<file path="src/adccr_pkg.sv">
// package: register map, field layout and sizes of the request logic
package adccr_pkg;
  localparam int MOD0_CH = 16;
  localparam int MOD1_CH = 8;
  localparam int NCH     = 24;               // mod0 in 0..15, mod1 in 16..23
  localparam int NMOD    = 2;
  localparam logic [23:0] DMA_CAPABLE = 24'h00800F; // mod0 ch0..3 and ch15
  // register byte offsets
  localparam logic [7:0] OFS_CTRL    = 8'h00;  // scan irq enable, dma sel
  localparam logic [7:0] OFS_SFLAG   = 8'h04;  // scan end flags / clear
  localparam logic [7:0] OFS_CHEN    = 8'h08;  // channel irq enables
  localparam logic [7:0] OFS_CHDMA   = 8'h0C;  // channel dma select
  localparam logic [7:0] OFS_CHFLAG  = 8'h10;  // channel done flags / clear
  localparam logic [7:0] OFS_ACTIVE  = 8'h14;  // scan / intr-conv active
  localparam logic [7:0] OFS_PINMODE = 8'h18;  // per-module digital use
  // control and active register fields
  localparam int CTRL_IE_LSB  = 0;   // scan_end_irq_enable, 2 bits
  localparam int CTRL_DMA_LSB = 8;   // scan dma select, 2 bits
  localparam int ACT_SCAN_LSB = 0;   // scan_active_bit, 2 bits
  localparam int ACT_INTR_LSB = 8;   // intr_conv_active_bit, 2 bits
  localparam logic [1:0] RESP_OKAY   = 2'h0;
  localparam logic [1:0] RESP_SLVERR = 2'h2;
  localparam logic [31:0] ZERO32     = 32'h00000000;
endpackage

</file>
<file path="src/adccr_flagbank.sv">
// flag bank: sticky completion flags with set, soft clear and dma clear
`timescale 1ns/1ps
module adccr_flagbank #(
  parameter int W = 24
) (
  input  wire logic         aclk,
  input  wire logic         aresetn,
  input  wire logic [W-1:0] set_i,
  input  wire logic [W-1:0] soft_clr_i,
  input  wire logic [W-1:0] dma_clr_i,
  output logic      [W-1:0] flag_q
);
  // **********************************************************
  // per-bit flag, set wins over any clear in the same cycle
  // **********************************************************
  genvar g;
  generate
    for (g = 0; g < W; g++) begin : g_flag
      always_ff @(posedge aclk) begin
        if (!aresetn) begin
          flag_q[g] <= 1'b0;
        end else if (set_i[g]) begin
          flag_q[g] <= 1'b1;
        end else if (soft_clr_i[g] || dma_clr_i[g]) begin
          flag_q[g] <= 1'b0;
        end
      end
    end
  endgenerate
endmodule

</file>
<file path="src/adccr_top.sv">
// top: converter completion request logic with axi4-lite registers
// Behaviour
// - scan-end cpu request passes only while its enable bit is 1
// - scan-end routed to dma goes to dma, never to cpu interrupt
// - dma acceptance of scan-end request clears the scan-end flag
// - cpu interrupt leaves scan-end flag set; only software clears it
// - every channel of both modules has its own request enable bit
// - only mod0 channels 0-3,15 may use dma; acceptance clears flag
// - cpu interrupt never clears a channel completion flag
// - scan completion sets scan-end flag and clears scan-active
// - conversion completion sets channel flag, clears intr-active
`timescale 1ns/1ps
module adccr_top (
  input  wire logic        aclk,
  input  wire logic        aresetn,
  input  wire logic [7:0]  s_axi_awaddr,
  input  wire logic        s_axi_awvalid,
  output logic             s_axi_awready,
  input  wire logic [31:0] s_axi_wdata,
  input  wire logic [3:0]  s_axi_wstrb,
  input  wire logic        s_axi_wvalid,
  output logic             s_axi_wready,
  output logic [1:0]       s_axi_bresp,
  output logic             s_axi_bvalid,
  input  wire logic        s_axi_bready,
  input  wire logic [7:0]  s_axi_araddr,
  input  wire logic        s_axi_arvalid,
  output logic             s_axi_arready,
  output logic [31:0]      s_axi_rdata,
  output logic [1:0]       s_axi_rresp,
  output logic             s_axi_rvalid,
  input  wire logic        s_axi_rready,
  input  wire logic [1:0]  scan_start,
  input  wire logic [1:0]  scan_done,
  input  wire logic [1:0]  intr_start,
  input  wire logic [23:0] chan_done,
  output logic [1:0]       scan_end_irq,
  output logic [15:0]      mod0_chan_conv_end_irq,
  output logic [7:0]       mod1_chan_conv_end_irq,
  output logic             irq,
  output logic [1:0]       scan_dma_req,
  output logic [23:0]      chan_dma_req,
  input  wire logic [1:0]  scan_dma_ack,
  input  wire logic [23:0] chan_dma_ack
);
  localparam int N = adccr_pkg::NCH;

  // **********************************************************
  // register state
  // **********************************************************
  logic [1:0]   scan_end_irq_enable_r;
  logic [1:0]   scan_dma_sel_r;
  logic [N-1:0] chan_irq_enable_reg_r;
  logic [N-1:0] chan_dma_sel_r;
  logic [1:0]   pin_digital_r;
  logic [1:0]   scan_active_bit_r;
  logic [1:0]   intr_conv_active_bit_r;
  logic [1:0]   scan_end_flag_reg;
  logic [N-1:0] chan_done_flag;
  logic [1:0]   scan_soft_clr;
  logic [N-1:0] chan_soft_clr;
  logic [N-1:0] chan_dma_ok;

  // non-capable channels can never route to dma
  assign chan_dma_ok = chan_dma_sel_r & adccr_pkg::DMA_CAPABLE;

  // **********************************************************
  // axi4-lite write channel
  // **********************************************************
  logic       aw_held_r;
  logic       w_held_r;
  logic [7:0] awaddr_r;
  logic [31:0] wdata_r;
  logic       wr_go;

  function automatic logic addr_mapped(input logic [7:0] a);
    case (a)
      adccr_pkg::OFS_CTRL, adccr_pkg::OFS_SFLAG, adccr_pkg::OFS_CHEN,
      adccr_pkg::OFS_CHDMA, adccr_pkg::OFS_CHFLAG, adccr_pkg::OFS_ACTIVE,
      adccr_pkg::OFS_PINMODE: addr_mapped = 1'b1;
      default: addr_mapped = 1'b0;
    endcase
  endfunction

  assign wr_go = aw_held_r && w_held_r && !s_axi_bvalid;

  // address and data are captured independently, in either order
  always_ff @(posedge aclk) begin
    if (!aresetn) begin
      aw_held_r     <= 1'b0;
      w_held_r      <= 1'b0;
      awaddr_r      <= 8'h00;
      wdata_r       <= adccr_pkg::ZERO32;
      s_axi_awready <= 1'b0;
      s_axi_wready  <= 1'b0;
      s_axi_bvalid  <= 1'b0;
      s_axi_bresp   <= adccr_pkg::RESP_OKAY;
    end else begin
      s_axi_awready <= !aw_held_r && !s_axi_awready && s_axi_awvalid;
      s_axi_wready  <= !w_held_r && !s_axi_wready && s_axi_wvalid;
      if (s_axi_awvalid && s_axi_awready) begin
        aw_held_r <= 1'b1;
        awaddr_r  <= s_axi_awaddr;
      end
      if (s_axi_wvalid && s_axi_wready) begin
        w_held_r <= 1'b1;
        wdata_r  <= s_axi_wdata;
      end
      if (wr_go) begin
        aw_held_r    <= 1'b0;
        w_held_r     <= 1'b0;
        s_axi_bvalid <= 1'b1;
        s_axi_bresp  <= addr_mapped(awaddr_r) ? adccr_pkg::RESP_OKAY
                                              : adccr_pkg::RESP_SLVERR;
      end else if (s_axi_bvalid && s_axi_bready) begin
        s_axi_bvalid <= 1'b0;
      end
    end
  end

  // **********************************************************
  // writable configuration; wstrb ignored, whole-word writes only
  // **********************************************************
  always_ff @(posedge aclk) begin
    if (!aresetn) begin
      scan_end_irq_enable_r <= 2'h0;
      scan_dma_sel_r        <= 2'h0;
      chan_irq_enable_reg_r <= 24'h000000;
      chan_dma_sel_r        <= 24'h000000;
      pin_digital_r         <= 2'h0;
    end else if (wr_go) begin
      case (awaddr_r)
        adccr_pkg::OFS_CTRL: begin
          scan_end_irq_enable_r <= wdata_r[adccr_pkg::CTRL_IE_LSB +: 2];
          scan_dma_sel_r        <= wdata_r[adccr_pkg::CTRL_DMA_LSB +: 2];
        end
        adccr_pkg::OFS_CHEN:    chan_irq_enable_reg_r <= wdata_r[N-1:0];
        adccr_pkg::OFS_CHDMA:   chan_dma_sel_r <= wdata_r[N-1:0];
        // one bit per module: whole module analog or digital
        adccr_pkg::OFS_PINMODE: pin_digital_r <= wdata_r[1:0];
        default: ;
      endcase
    end
  end

  // write-one-to-clear strobes for the flag registers
  assign scan_soft_clr = (wr_go && awaddr_r == adccr_pkg::OFS_SFLAG)
                         ? wdata_r[1:0] : 2'h0;
  assign chan_soft_clr = (wr_go && awaddr_r == adccr_pkg::OFS_CHFLAG)
                         ? wdata_r[N-1:0] : 24'h000000;

  // **********************************************************
  // completion flags; dma acceptance clears, cpu delivery does not
  // **********************************************************
  adccr_flagbank #(.W(2)) u_scan_flags (
    .aclk       (aclk),
    .aresetn    (aresetn),
    .set_i      (scan_done),
    .soft_clr_i (scan_soft_clr),
    .dma_clr_i  (scan_dma_ack & scan_dma_req & scan_dma_sel_r),
    .flag_q     (scan_end_flag_reg)
  );

  adccr_flagbank #(.W(N)) u_chan_flags (
    .aclk       (aclk),
    .aresetn    (aresetn),
    .set_i      (chan_done),
    .soft_clr_i (chan_soft_clr),
    .dma_clr_i  (chan_dma_ack & chan_dma_req & chan_dma_ok),
    .flag_q     (chan_done_flag)
  );

  // **********************************************************
  // activity indications: start sets, completion clears
  // **********************************************************
  always_ff @(posedge aclk) begin
    if (!aresetn) begin
      scan_active_bit_r      <= 2'h0;
      intr_conv_active_bit_r <= 2'h0;
    end else begin
      scan_active_bit_r <= (scan_active_bit_r | scan_start) & ~scan_done;
      intr_conv_active_bit_r <=
        (intr_conv_active_bit_r | intr_start) &
        ~{|chan_done[N-1:adccr_pkg::MOD0_CH],
          |chan_done[adccr_pkg::MOD0_CH-1:0]};
    end
  end

  // **********************************************************
  // request routing: cpu path gated by enable, dma path held
  // **********************************************************
  always_ff @(posedge aclk) begin
    if (!aresetn) begin
      scan_end_irq           <= 2'h0;
      mod0_chan_conv_end_irq <= 16'h0000;
      mod1_chan_conv_end_irq <= 8'h00;
      irq                    <= 1'b0;
      scan_dma_req           <= 2'h0;
      chan_dma_req           <= 24'h000000;
    end else begin
      // dma-routed sources never reach the cpu
      scan_end_irq <= scan_end_flag_reg & scan_end_irq_enable_r
                      & ~scan_dma_sel_r;
      {mod1_chan_conv_end_irq, mod0_chan_conv_end_irq} <=
        chan_done_flag & chan_irq_enable_reg_r & ~chan_dma_ok;
      irq <= |(scan_end_flag_reg & scan_end_irq_enable_r & ~scan_dma_sel_r)
           | |(chan_done_flag & chan_irq_enable_reg_r & ~chan_dma_ok);
      // request drops the edge after acceptance, flag cleared with it
      scan_dma_req <= scan_end_flag_reg & scan_dma_sel_r
                      & ~(scan_dma_ack & scan_dma_req);
      chan_dma_req <= chan_done_flag & chan_dma_ok
                      & ~(chan_dma_ack & chan_dma_req);
    end
  end

  // **********************************************************
  // axi4-lite read channel
  // **********************************************************
  always_ff @(posedge aclk) begin
    if (!aresetn) begin
      s_axi_arready <= 1'b0;
      s_axi_rvalid  <= 1'b0;
      s_axi_rdata   <= adccr_pkg::ZERO32;
      s_axi_rresp   <= adccr_pkg::RESP_OKAY;
    end else begin
      s_axi_arready <= !s_axi_arready && !s_axi_rvalid && s_axi_arvalid;
      if (s_axi_arvalid && s_axi_arready) begin
        s_axi_rvalid <= 1'b1;
        s_axi_rresp  <= addr_mapped(s_axi_araddr) ? adccr_pkg::RESP_OKAY
                                                  : adccr_pkg::RESP_SLVERR;
        case (s_axi_araddr)
          adccr_pkg::OFS_CTRL: s_axi_rdata <= {22'h000000,
            scan_dma_sel_r, 6'h00, scan_end_irq_enable_r};
          adccr_pkg::OFS_SFLAG:  s_axi_rdata <= {30'h00000000,
            scan_end_flag_reg};
          adccr_pkg::OFS_CHEN:   s_axi_rdata <= {8'h00,
            chan_irq_enable_reg_r};
          adccr_pkg::OFS_CHDMA:  s_axi_rdata <= {8'h00, chan_dma_ok};
          adccr_pkg::OFS_CHFLAG: s_axi_rdata <= {8'h00, chan_done_flag};
          adccr_pkg::OFS_ACTIVE: s_axi_rdata <= {22'h000000,
            intr_conv_active_bit_r, 6'h00, scan_active_bit_r};
          adccr_pkg::OFS_PINMODE: s_axi_rdata <= {30'h00000000,
            pin_digital_r};
          default: s_axi_rdata <= adccr_pkg::ZERO32;
        endcase
      end else if (s_axi_rvalid && s_axi_rready) begin
        s_axi_rvalid <= 1'b0;
      end
    end
  end

  // **********************************************************
  // checks
  // **********************************************************
  // keep and hold checks also look at the flag itself: the registered
  // request lags one cycle, so a soft clear may already have dropped it
  a_scan_irq_gate:
    assert property (@(posedge aclk) disable iff (!aresetn)
      scan_end_irq[0] |-> $past(scan_end_irq_enable_r[0]))
    else $error("scan irq without enable");
  a_scan_dma_excl:
    assert property (@(posedge aclk) disable iff (!aresetn)
      $past(scan_dma_sel_r[0]) |-> !scan_end_irq[0])
    else $error("dma-routed scan reached cpu");
  a_scan_dma_clr:
    assert property (@(posedge aclk) disable iff (!aresetn)
      scan_dma_ack[0] && scan_dma_req[0] && scan_dma_sel_r[0]
      && !scan_done[0] |=> !scan_end_flag_reg[0])
    else $error("scan flag not cleared by dma");
  a_scan_keep:
    assert property (@(posedge aclk) disable iff (!aresetn)
      scan_end_irq[0] && scan_end_flag_reg[0] && !scan_soft_clr[0]
      |=> scan_end_flag_reg[0])
    else $error("scan flag lost on cpu irq");
  a_chan_gate:
    assert property (@(posedge aclk) disable iff (!aresetn)
      mod0_chan_conv_end_irq[4] |-> $past(chan_irq_enable_reg_r[4]))
    else $error("chan irq without enable");
  a_dma_capable:
    assert property (@(posedge aclk) disable iff (!aresetn)
      (chan_dma_req & ~adccr_pkg::DMA_CAPABLE) == 24'h000000)
    else $error("dma request on incapable channel");
  a_chan_keep:
    assert property (@(posedge aclk) disable iff (!aresetn)
      mod0_chan_conv_end_irq[4] && chan_done_flag[4] && !chan_soft_clr[4]
      |=> chan_done_flag[4])
    else $error("chan flag lost on cpu irq");
  a_scan_set:
    assert property (@(posedge aclk) disable iff (!aresetn)
      scan_done[0] |=> scan_end_flag_reg[0] && !scan_active_bit_r[0])
    else $error("scan completion not recorded");
  a_chan_set:
    assert property (@(posedge aclk) disable iff (!aresetn)
      chan_done[16] |=> chan_done_flag[16] && !intr_conv_active_bit_r[1])
    else $error("chan completion not recorded");
  a_dma_hold:
    assert property (@(posedge aclk) disable iff (!aresetn)
      chan_dma_req[0] && chan_done_flag[0] && !chan_dma_ack[0]
      && chan_dma_ok[0] && !chan_soft_clr[0] |=> chan_dma_req[0])
    else $error("dma request dropped before accept");
  a_scan_dma_hold:
    assert property (@(posedge aclk) disable iff (!aresetn)
      scan_dma_req[0] && scan_end_flag_reg[0] && !scan_dma_ack[0]
      && scan_dma_sel_r[0] && !scan_soft_clr[0] |=> scan_dma_req[0])
    else $error("scan dma request dropped before accept");
endmodule

</file>
<file path="config.mk">
export PLATFORM = sky130hd
export DESIGN_NAME = adccr_top
export DESIGN_NICKNAME = d
export VERILOG_FILES = /design/src/adccr_pkg.sv /design/src/adccr_flagbank.sv /design/src/adccr_top.sv
export SDC_FILE = /design/constraint.sdc
export NUM_CORES = 1
export LEC_CHECK = 0
export BUFFER_PORTS_ARGS = -buffer_cell sky130_fd_sc_hd__buf_2
export CORE_ASPECT_RATIO = 0.8
export CORE_MARGIN = 2
export CORE_UTILIZATION = 50
export CTS_BUF_LIST = sky130_fd_sc_hd__clkbuf_8
export DETAILED_ROUTE_END_ITERATION = 10
export GPL_TIMING_DRIVEN = 0
export PLACE_DENSITY = 0.79
export SYNTH_ARGS = -nofsm -noshare
export SYNTH_HDL_FRONTEND = slang
export SYNTH_SLANG_ARGS = --single-unit
</file>
<file path="constraint.sdc">
create_clock -name aclk -period 5.15 [get_ports aclk]
set_input_delay 0.2575 -clock aclk [delete_from_list [all_inputs] [get_ports aclk]]
set_output_delay 0.2575 -clock aclk [all_outputs]
set_load 0.02 [all_outputs]
</file>
======== After elaboration in Yosys (flattened, before gate mapping) ========
Cells that the tools add are included.
storage, ports and cells
  word-level logic and storage cells ...... 243
  register bits ........................... 204
  input port bits ......................... 115
  bits in writable memories ............... 0
  ROM bits ................................ 0
  output and inout bits ................... 94
  memories ................................ 0
  latch bits .............................. 0
operators by class
  div/mod/pow operators ................... 0
  add/sub/neg operators ................... 0
  bitwise gates (word level) .............. 24
  mux-type cells .......................... 67
  shift-type cells ........................ 0
  reduce and logical (&&, ||, !) cells .... 89
  order comparisons ....................... 0
  equal/unequal tests ..................... 12
  multipliers ............................. 0
operator list
  cell                  count
  $pmux W24 S7          1
  $and A24 B24 Y24      4
  $mux W1               62
  $reduce_bool A2 Y1    28
  $and A24 B16 Y24      2
  $eq A8 B5 Y1 const B  6
  $eq A8 B4 Y1 const B  4
  $logic_or A1 B1 Y1    26
  $mux W24              1
  $not A16 Y24          1
  $not A24 Y24          1
  $reduce_or A24 Y1     1
  $and A2 B2 Y2         8
  $eq A8 B3 Y1 const B  2
  $logic_not A8 Y1      2
  $reduce_or A16 Y1     1
  $logic_and A1 B1 Y1   15
  $reduce_or A7 Y1      2
  $not A2 Y2            4
  $reduce_and A2 Y1     4
  $reduce_or A8 Y1      1
  $logic_not A1 Y1      7
  $mux W2               3
  $or A2 B2 Y2          2
  other kinds (3)       4

======== Logic depth before layout (Yosys ltp) ========
Gate-level depths: netlist of the first run.
  word-level depth ........................ 7
  mapped depth ............................ 7

======== By module ========
Synthesis of the first run repeated with hierarchy kept, for this count alone.
unflattened totals
  cell total of the unflattened synthesis .. 706
  area total of the unflattened synthesis .. 6627.6 sq um
modules (own cells, without submodules)
  module                         cells an instance  times used  area an instance (sq um)
  adccr_top                      626                1           5684.2
  adccr_flagbank (u_chan_flags)  74                 1           863.3
  adccr_flagbank (u_scan_flags)  6                  1           80.1

======== Worst setup path before layout of the first run ========
No wires, ideal clock.
  path type ............................... reg-to-reg
  start ................................... reg awaddr_r[0]
  end ..................................... reg u_chan_flags.flag_q[8]
  data arrival time ....................... 1.742 ns
  cell stages (with the launch flop) ...... 7
  period minus slack after synthesis ...... 1.867 ns
  path slack .............................. 3.283 ns
  setup time .............................. 0.124 ns
  path through ............................ dfxtp_1 -> or4_4 -> nor4_4 -> and2_1 -> buf_4 -> buf_6 -> a31oi_1
on the way
  longest elaborated chain between the ends .. 5
RTL lines
  what                                 line                  RTL
  start: declaration                   adccr_top.sv:72       logic [7:0] awaddr_r;
  start signal: assignment             adccr_top.sv:103      awaddr_r <= s_axi_awaddr;
  $eq A8 B5 Y1                         adccr_top.sv:149      assign chan_soft_clr = (wr_go && awaddr_r == adccr_pkg::OFS_CHFLAG)
  $logic_and A1 B1 Y1                  adccr_top.sv:149
  $mux W24                             adccr_top.sv:150      ? wdata_r[N-1:0] : 24'h000000;
  $logic_or A1 B1 Y1                   adccr_flagbank.sv:24  end else if (soft_clr_i[g] || dma_clr_i[g]) begin
  $reduce_bool A2 Y1 (no source line)  -
  end signal: indexed assignment       adccr_flagbank.sv:21  flag_q[g] <= 1'b0;
  end signal: indexed assignment       adccr_flagbank.sv:23  flag_q[g] <= 1'b1;
  end signal: indexed assignment       adccr_flagbank.sv:25  flag_q[g] <= 1'b0;
  end: declaration                     adccr_flagbank.sv:11  output logic [W-1:0] flag_q
Every way passes these cells.
A chain may end at the register's enable or synchronous reset.

======== Final worst setup path of the first run ========
  start ................................... reg awaddr_r[4]
  end ..................................... reg chan_irq_enable_reg_r[16]
on the way
  longest elaborated chain between the ends .. 2
RTL lines
  what                                line              RTL
  $eq A8 B4 Y1                        adccr_top.sv:132  case (awaddr_r)
  $reduce_and A2 Y1 (no source line)  -
  end signal: assignment              adccr_top.sv:137  adccr_pkg::OFS_CHEN: chan_irq_enable_reg_r <= wdata_r[N-1:0];
  end: declaration                    adccr_top.sv:53   logic [N-1:0] chan_irq_enable_reg_r;
Every way passes these cells.

==> results.md, run 1 <==
* Outcome: completed
* CP Launch Type: register
* Area contributors post-synth: dfxtp_1 49%, nand2_1 8.3%, a21boi_0 6.5%
* Fillcell total at 1100
* Remaining Overflow, GRT at 0
* CTS clk-pin slew, worst paths at 90 ps
* Maximum number of pins on one net before global-route repair at 17
* Max_slew headroom at 0.6067
* Post-cts sizing count at 0
* Worst hold path class: in -> reg
* # DRC at 0
* Vias per cell at 5.364
* VDD IR max at 0.1585 mV
* Synth area leader: dfxtp_1
* Hold Violations, Final at 0
* Unique masters post-synth at 48
* Initial antenna violation count at 0
* Achievable Freq at 0.4554 GHz
* Reg2reg start: awaddr_r[4]
* Critical path launch point: awaddr_r[4]
* Req. time, crit path at 5510 ps
* Mapped Area at 0.006729 mm2
* H-tree levels at 4
* Number of global-route vias before repair at 5469
* # setup viols final at 0
* PnR worst setup slack at 2954 ps
* Seq/Total Area, Yosys at 0.4879
* CTS sink count at 164
* Port bufs at 145
* RSZ-0062 raised after global routing: false
* Place WS at 3047 ps
* Max_cap viols at 0
* Area grow syn2layout at 24.21%
* Power per cell area at 313.9 mW/mm2
* Die area at 0.01441 mm2
* Die W at 133.7 um
* Initial core utilization at 0.5173
* Async set-reset flop share out of synthesis at 0
* CP Capture Type: register
* CP Class: reg -> reg
* Antenna Nets Post-Route at 0
* CTS tree: done
* WL/cell at 16.40 um
* Post-synth EDFFs at 0
* Total Negative Setup Slacks at 0 ps
* Slew @ Worst Pin at 590.0 ps
* Post-Place Cell Area at 0.007779 mm2
* First-pass GRT wire length at 28.73 mm
* R2R Setup Slk at 2950 ps
* Post-Route WL at 18.76 mm
* Final net count at 1071
* Mean Syn Cell Area at 8.924 um2
* Top-area cell type share of the netlist area at 0.4879
* Clock Path Buffers at 2
* Initial detailed-routing violation count at 567
* Commonest non-fill, non-tap cell in the layout: dfxtp_1
* CTS Buf Count at 17
* Root Driver: clkbuf_8
* Min-delay src: chan_done[1]
* Synthesized instance count at 754
* Chip height at 107.8 um
* Final instance area at 0.008358 mm2
* Crit Path Max Fanout at 10
* Slew Viols, Final at 0
* First drt pass iteration count at 5
* Synth Flop Type: dfxtp_1
* Tcrit/Tclk final at 0.4264
* Area of the core at 0.01301 mm2
* Synth Register Bits at 164
* Post-DP HPWL at 14.34 mm
* Final Critical Period at 2196 ps
* Ratio of cells with drive above 1 in the final layout at 0.2260
* Gr usage total at 0.2602
* Site Rows at 37
* Ports at 209
* Clk Latency, worst-skew pair at 450 ps
* RD Place Congestion at 0.9481
* Skew final at 10.55 ps
* Ys Warns at 0
* Commonest non-fill, non-tap cells in the layout: 164 x dfxtp_1, 149 x nand2_1, 146 x buf_2, 58 x a21boi_0, 42 x clkbuf_1
* Via Count at 6136
* Critical path data arrival time at 2550 ps
* ANT cells at 0
* Pleak at 3.557 nW
## critical path, cell delays in order (launching register included)
cell	delay, ps
dfxtp_1	300
clkbuf_1	200
nor3b_1	340
and4_1	250
clkbuf_1	280
clkbuf_1	420
nand2_1	110
a21boi_0	210
## worst paths after layout
path / depth (start not counted) / end
max: 7 / chan_irq_enable_reg_r[16]
min: 2 / intr_conv_active_bit_r[0]
max reg2reg: 7 / chan_irq_enable_reg_r[16]
min reg2reg: 1 / s_axi_arready
## cell usage after synthesis (3+ instances only)
library cell,instances
o21a_1,7
and2_1,21
buf_4,30
inv_1,21
a22o_1,6
nand3_1,24
nand3b_1,9
nor3b_1,4
a221oi_1,4
nor2b_1,8
nand2_1,149
a21oi_1,13
nand4_1,5
nor4_1,8
a22oi_1,24
mux2i_1,19
o21ai_0,41
dfxtp_1,164
a21boi_0,58
nand2b_1,4
and3_1,19
mux2_2,3
a31oi_1,25
nor2_1,7
clkbuf_1,42
o32ai_1,4
and4b_1,7
and4_1,3
## cell type report
cell class / count / area, um2 / share of cell area
flip-flops and latches: 164 / 3283 / 0.3928
multi-input cells: 521 / 3064 / 0.3666
repair buffers: 155 / 825.8 / 0.09880
plain buffers: 76 / 407.9 / 0.04880
clock buffers: 18 / 247.7 / 0.02964
clock inverters: 14 / 231.5 / 0.02769
well taps: 175 / 219.0 / 0.02620
inverters: 21 / 78.83 / 0.009431
## per-layer routing
metal	vias to the layer above	routed length [um]	global-route usage
li1	2996	-	-
met4	0	448	0.09195
met3	36	2005	0.07674
met2	325	7563	0.3700
met5	-	0	0
met1	2779	8746	0.3729
## flip-flops by register name, summed over array words and instances (netlist names), 5 cells and up
name                    cells
chan_irq_enable_reg_r      24
chan_dma_sel_r              5
mod0_chan_conv_end_irq     16
awaddr_r                    8
chan_dma_req                5
u_chan_flags.flag_q        24
wdata_r                    24
s_axi_rdata                24
mod1_chan_conv_end_irq      8
## cells by family (layout without fill, tap and decap cells)
| logic type | Yosys count | count (layout) | synth area share |
|---|---|---|---|
| simple gates | 282 | 282 | 0.2166 |
| compound gates | 188 | 188 | 0.1893 |
| buf+inv | 97 | 284 | 0.07233 |
| mux | 22 | 22 | 0.03328 |
| flops | 164 | 164 | 0.4879 |
| other cells | 1 | 29 | 0.0005573 |
## metrics by stage
step                      instances  hold slack, ps  total power, mW    util
after global placement         1102           434.6            1.538  0.5980
after floorplan                 782           333.1            1.463       -
after global routing           1144           7.908            2.707  0.6425
after CTS                      1142         0.03658            2.623  0.6410
final                          1144           13.64            2.623  0.6425
after detailed placement       1102           439.8            1.542  0.5980
## timing repair
| item | CTS | global route |
|---|---|---|
| endpoints found under the setup margin | 0 | 0 |
| buffers inserted | 0 | 0 |
| hold buffers | 8 | 2 |
| hold endpoints to repair | 7 | 2 |
## power breakdown
part / internal, mW / switching, mW / total, mW / leakage [nW]
sequential: 1.29 / 0.0326 / 1.33 / 1.33
combinational: 0.0831 / 0.115 / 0.198 / 1.98
clock: 0.637 / 0.462 / 1.10 / 0.241
total: 2.01 / 0.609 / 2.62 / 3.56
(Power assumes the default switching activity.)
==> inputs of run 2 (changes only) <==
ABC_AREA = 1   (was default)
clock period = 2.3 ns   (was 5.15 ns; I/O delays follow)
==> results.md, run 2 <==
* Outcome: completed
* Skew final at 11.48 ps (+0.9328 ps)
* Max_slew headroom at 0.4871 (-0.1196)
* Reg2reg start: aw_held_r
* Achievable Freq at 0.5797 GHz (+27%)
* Ys Warns at 0 (unchanged)
* Remaining Overflow, GRT at 0 (unchanged)
* Root Driver: clkbuf_8
* Area grow syn2layout at 32.95%
* Critical path launch point: aw_held_r
* VDD IR max at 0.5228 mV (+230%)
* CP Capture Type: register
* RD Place Congestion at 0.9003 (-5.0%)
* Vias per cell at 5.127 (-4.4%)
* Synth Register Bits at 164 (unchanged)
* Hold endpoint: intr_conv_active_bit_r[0]
* Synth Flop Type: dfxtp_1
* First drt pass iteration count at 5 (unchanged)
* Min-delay src: intr_start[0]
* Post-Place Cells at 1204 (+9.3%)
* Post-Route WL at 20.55 mm (+9.5%)
* Total Negative Setup Slacks at 0 ps (unchanged)
* Async set-reset flop share out of synthesis at 0 (unchanged)
* Die area at 0.01431 mm2 (-0.70%)
* # DRC at 0 (unchanged)
* Crit Path Max Fanout at 10 (unchanged)
* Area contributors post-synth: dfxtp_1 49%, nand2_1 9.1%, a21oi_1 7.0%
* Place WS at 654.3 ps (-2393 ps)
* Post-Place Cell Area at 0.007745 mm2 (-0.43%)
* Top-area cell type share of the netlist area at 0.4915 (+0.003564)
* Post-DP HPWL at 14.57 mm (+1.6%)
* Pleak at 4.005 nW (+13%)
* Synthesized instance count at 853 (+13%)
* CTS clk-pin slew, worst paths at 90 ps (about the same)
* CP Launch Type: register
* CTS sink count at 164 (unchanged)
* R2R Setup Slk at 570 ps (-2380 ps)
* Ports at 209 (unchanged)
* Unique masters post-synth at 30 (-38%)
* Area of the core at 0.01296 mm2 (-0.36%)
* Post-CTS Setup Bufs at 0 (unchanged)
* RSZ-0062 raised after global routing: false
* Req. time, crit path at 2620 ps (-2890 ps)
* Hold depth at 3 (+1)
* Chip height at 107.4 um (-0.35%)
* First-pass GRT wire length at 31.53 mm (+9.7%)
* Maximum number of pins on one net before global-route repair at 17 (unchanged)
* ANT cells at 0 (unchanged)
* Tcrit/Tclk final at 0.7500 (+0.3236)
* Post-cts sizing count at 0 (unchanged)
* Clk Latency, worst-skew pair at 450 ps (about the same)
* Port bufs at 148 (+2.1%)
* Initial detailed-routing violation count at 767 (+35%)
* Initial antenna violation count at 0 (unchanged)
* FF-to-FF End: u_chan_flags.flag_q[18]
* Hold Violations, Final at 0 (unchanged)
* Worst R2R Path Depth at 8 (+1)
* Site Rows at 37 (unchanged)
* Commonest cells post-synth: 164 x dfxtp_1, 162 x nand2_1, 93 x a21oi_1
* CP Class: reg -> reg
* Power per cell area at 632.3 mW/mm2 (+100%)
* Critical path data arrival time at 2040 ps (-510 ps)
* Via Count at 6716 (+9.5%)
* Synth area leader: dfxtp_1
* Seq/Total Area, Yosys at 0.4915 (+0.003564)
* Ratio of cells with drive above 1 in the final layout at 0.2308 (+0.004831)
* Gr usage total at 0.2875 (+0.02729)
* CTS tree: done
* Die W at 133.2 um (-0.35%)
* Commonest non-fill, non-tap cells in the layout: 164 x dfxtp_1, 162 x nand2_1, 157 x buf_2, 93 x a21oi_1, 83 x nor2_1
* Mean Syn Cell Area at 7.831 um2 (-12%)
* Number of global-route vias before repair at 6089 (+11%)
* Initial core utilization at 0.5153 (-0.001917)
* Slew @ Worst Pin at 769.3 ps (+179.3 ps)
* WL/cell at 15.69 um (-4.4%)
* Final Critical Period at 1725 ps (-471.0 ps)
* Clock Path Buffers at 2 (unchanged)
* Final net count at 1237 (+15%)
* Final cell count without fillers at 1310 (+15%)
* Antenna Nets Post-Route at 0 (unchanged)
* Most frequent cell after synthesis: dfxtp_1
* Mapped Area at 0.006680 mm2 (-0.73%)
* H-tree levels at 4 (unchanged)
* Total power at 5.615 mW (+110%)
* Post-synth EDFFs at 0 (unchanged)
* PnR worst setup slack at 574.9 ps (-2379 ps)
* Worst hold path class: in -> reg
* Final instance area at 0.008881 mm2 (+6.3%)
* CTS Buf Count at 17 (unchanged)
* Max_cap viols at 0 (unchanged)
* Commonest non-fill, non-tap cell in the layout: dfxtp_1
* # setup viols final at 0 (unchanged)
* Slew Viols, Final at 0 (unchanged)
run 2: per-stage QoR:
stage | hold WS, ps | util
floorplan | 194.3 | -
global placement | 298.7 | 0.5975
detailed placement | 297.7 | 0.5975
CTS | 28.12 | 0.6851
global route | 47.28 | 0.6851
finish | 31.03 | 0.6851
run 2: cell type report:
class	count	area, um2
Fill cell	1101	4081
Buffer	71	446.7
Multi-Input combinational cell	566	2755
Inverter	80	300.3
Timing Repair Buffer	222	1481
Sequential cell	164	3283
Clock buffer	19	261.5
Tap cell	175	219.0
Clock inverter	13	133.9
run 2: worst max-delay path by stage:
stage,cells past startpoint,to,slack [ps]
3_5_place_dp,8,u_chan_flags.flag_q[17],650
5_1_grt,8,u_chan_flags.flag_q[14],430
2_1_floorplan,6,chan_irq_enable_reg_r[0],930
3_3_place_gp,8,u_chan_flags.flag_q[8],700
4_1_cts,8,u_chan_flags.flag_q[18],600
6_report,8,u_chan_flags.flag_q[18],570
run 2: logic make-up after synthesis:
logic type             Yosys count  share of synthesized area
DFF                            164                     0.4915
and+or+nand+nor                337                     0.2160
buffers and inverters          151                     0.1118
AOI/OAI and AO/OA              200                     0.1802
other                            1                  0.0005614
run 2: power breakdown:
part | leakage [nW] | internal, mW | switching, mW
clock | 0.197 | 1.02 | 1.06
combinational | 2.47 | 0.246 | 0.320
sequential | 1.33 | 2.91 | 0.0581
total | 4.01 | 4.17 | 1.44
run 2: per-layer routing:
metal	GRT usage	part of all wire	vias to the layer above
met2	0.4445	0.44	362
met4	0.09878	0.024	0
met3	0.06026	0.099	44
met1	0.4016	0.44	3030
li1	-	-	3280
met5	0	0	-
run 2: what timing repair did:
item                                    4_1_cts  5_1_grt
hold buffers                                 74        0
endpoints found under the setup margin        0        0
hold endpoints to repair                     75        0
run 2: worst max-delay path, cell delays in order, from the launching register on:
cell	delay (ps)
dfxtp_1	360
inv_1	60
nor2_1	110
nand2_2	120
inv_2	130
nand2_1	210
clkbuf_2	280
o21ai_0	230
a21oi_1	80
==> inputs of run 3 (changes only) <==
clock period = 1.7 ns   (was 2.3 ns; I/O delays follow)
==> results.md, run 3 (synthesis results as in run 2) <==
* Root Driver: clkbuf_8
* Maximum number of pins on one net before global-route repair at 17 (unchanged)
* Die area at 0.01431 mm2 (unchanged)
* Initial antenna violation count at 0 (unchanged)
* Power per cell area at 855.8 mW/mm2 (+35%)
* Slowest CP cell: dlygate4sd3_1
* Port bufs at 148 (unchanged)
* Area of the core at 0.01296 mm2 (unchanged)
* VDD IR max at 0.7148 mV (+37%)
* Final net count at 1238 (+0.081%)
* Min-delay src: s_axi_araddr[3]
* Via Count at 6765 (+0.73%)
* Max_cap viols at 0 (unchanged)
* Clk Latency, worst-skew pair at 460 ps (about the same)
* Post-CTS Setup Bufs at 0 (unchanged)
* Pleak at 4.013 nW (+0.20%)
* Site Rows at 37 (unchanged)
* Commonest non-fill, non-tap cell in the layout: dfxtp_1
* CTS sink count at 164 (unchanged)
* Total power at 7.619 mW (+36%)
* FF-to-FF End: chan_irq_enable_reg_r[6]
* RD Place Congestion at 0.9003 (unchanged)
* Area grow syn2layout at 33.26%
* Post-Route WL at 20.64 mm (+0.44%)
* Hold endpoint: s_axi_rresp[1]
* CTS Buf Count at 17 (unchanged)
* CP Capture Type: register
* PnR worst setup slack at 122.6 ps (-452.4 ps)
* Hold Violations, Final at 0 (unchanged)
* R2R Setup Slk at 130 ps (-440 ps)
* Largest stage delay, worst path at 570 ps (+210 ps)
* Crit Path Max Fanout at 2 (-8)
* Final Critical Period at 1577 ps
* Slew @ Worst Pin at 774.7 ps (+5.367 ps)
* Tcrit/Tclk final at 0.9279
* Post-DP HPWL at 14.57 mm (unchanged)
* RSZ-0062 raised after global routing: false
* Initial core utilization at 0.5153 (unchanged)
* Commonest non-fill, non-tap cells in the layout: 164 x dfxtp_1, 161 x nand2_1, 157 x buf_2, 93 x a21oi_1, 83 x nor2_1
* Remaining Overflow, GRT at 0 (unchanged)
* Worst hold path class: in -> reg
* First-pass GRT wire length at 31.53 mm (unchanged)
* Antenna Nets Post-Route at 0 (unchanged)
* Reg2reg start: aw_held_r
* Critical path data arrival time at 1980 ps (-60 ps)
* WL/cell at 15.74 um (+0.36%)
* Clock Path Buffers at 2 (unchanged)
* CP Class: in -> reg
* H-tree levels at 4 (unchanged)
* Place WS at 54.34 ps (-600.0 ps)
* # DRC at 0 (unchanged)
* Die W at 133.2 um (unchanged)
* Post-Place Cells at 1204 (unchanged)
* Slew Viols, Final at 0 (unchanged)
* First drt pass iteration count at 6 (+1)
* Ports at 209 (unchanged)
* # setup viols final at 0 (unchanged)
* Outcome: completed
* CTS tree: done
* Ratio of cells with drive above 1 in the final layout at 0.2324 (+0.001557)
* Worst R2R Path Depth at 7 (-1)
* Chip height at 107.4 um (unchanged)
* Req. time, crit path at 2100 ps (-520 ps)
* Final cell count without fillers at 1311 (+0.076%)
* CP Launch Type: primary input
* Skew final at 12.08 ps (+0.5925 ps)
* Achievable Freq at 0.6339 GHz
* ANT cells at 0 (unchanged)
* Hold depth at 5 (+2)
* Initial detailed-routing violation count at 677 (-12%)
* CTS clk-pin slew, worst paths at 90 ps (about the same)
* Vias per cell at 5.160 (+0.65%)
* Crit path cell chain: dlygate4sd3_1 -> buf_2 -> nor4_1 -> nand3_1 -> nor3_1 -> dlygate4sd3_1
* Number of global-route vias before repair at 6089 (unchanged)
* Total Negative Setup Slacks at 0 ps (unchanged)
* Max_slew headroom at 0.4836 (-0.003578)
* Gr usage total at 0.2875 (unchanged)
* Most used cell, CP: dlygate4sd3_1
## run 3: cell types whose count changed in the layout (fill, tap and decap cells not counted), sizes merged
cell / previous run / this run
buf: 192 / 193
clkbuf: 46 / 45
dlygate4sd3: 74 / 75
## run 3: power by group
part           internal (mW)  total [mW]  leakage, nW  switching (mW)
clock network           1.38        2.83        0.197            1.46
registers               3.94        4.01         1.33          0.0784
logic                  0.334       0.770         2.48           0.436
## run 3: critical path: cells and delay by family
kind	cells	cell delay [ps]
buffers and inverters	3	1270
and+or+nand+nor	3	620
## run 3: repair_timing
| item | CTS | global route |
|---|---|---|
| gates resized for setup | 0 | 9 |
| hold endpoints to repair | 75 | 0 |
| endpoints found under the setup margin | 0 | 21 |
| hold buffers | 75 | 0 |
## run 3: worst max-delay path by stage
stage,start,end,cells past startpoint
3_5_place_dp,aw_held_r,u_chan_flags.flag_q[17],8
2_1_floorplan,s_axi_bvalid,chan_irq_enable_reg_r[0],6
3_3_place_gp,aw_held_r,u_chan_flags.flag_q[8],8
4_1_cts,aw_held_r,u_chan_flags.flag_q[18],8
5_1_grt,aw_held_r,u_chan_flags.flag_q[11],8
6_report,chan_done[7],intr_conv_active_bit_r[0],6
## run 3: layout make-up
cell class                      instances  area, um2
Timing Repair Buffer                  223       1491
Fill cell                            1100       4060
Clock buffer                           19      261.5
Inverter                               80      300.3
Multi-Input combinational cell        566       2764
Sequential cell                       164       3283
Tap cell                              175      219.0
Buffer                                 71      449.2
Clock inverter                         13      133.9
## run 3: metal layers
| layer | global-route usage | vias up | share of wire | wire, um |
|---|---|---|---|---|
| li1 | - | 3277 | - | - |
| met1 | 0.4016 | 3083 | 0.45 | 9188 |
| met2 | 0.4445 | 356 | 0.43 | 8924 |
| met3 | 0.06026 | 49 | 0.096 | 1978 |
| met4 | 0.09878 | 0 | 0.027 | 550 |
| met5 | 0 | - | 0 | 0 |
## run 3: per-stage QoR
stage	hold WS (ps)	cell area (um2)	util
after global routing	137.2	8902	0.6868
after CTS	109.6	8891	0.6859
after floorplan	164.3	6785	-
after detailed placement	267.7	7745	0.5975
final	115.8	8902	0.6868
after global placement	268.7	7745	0.5975
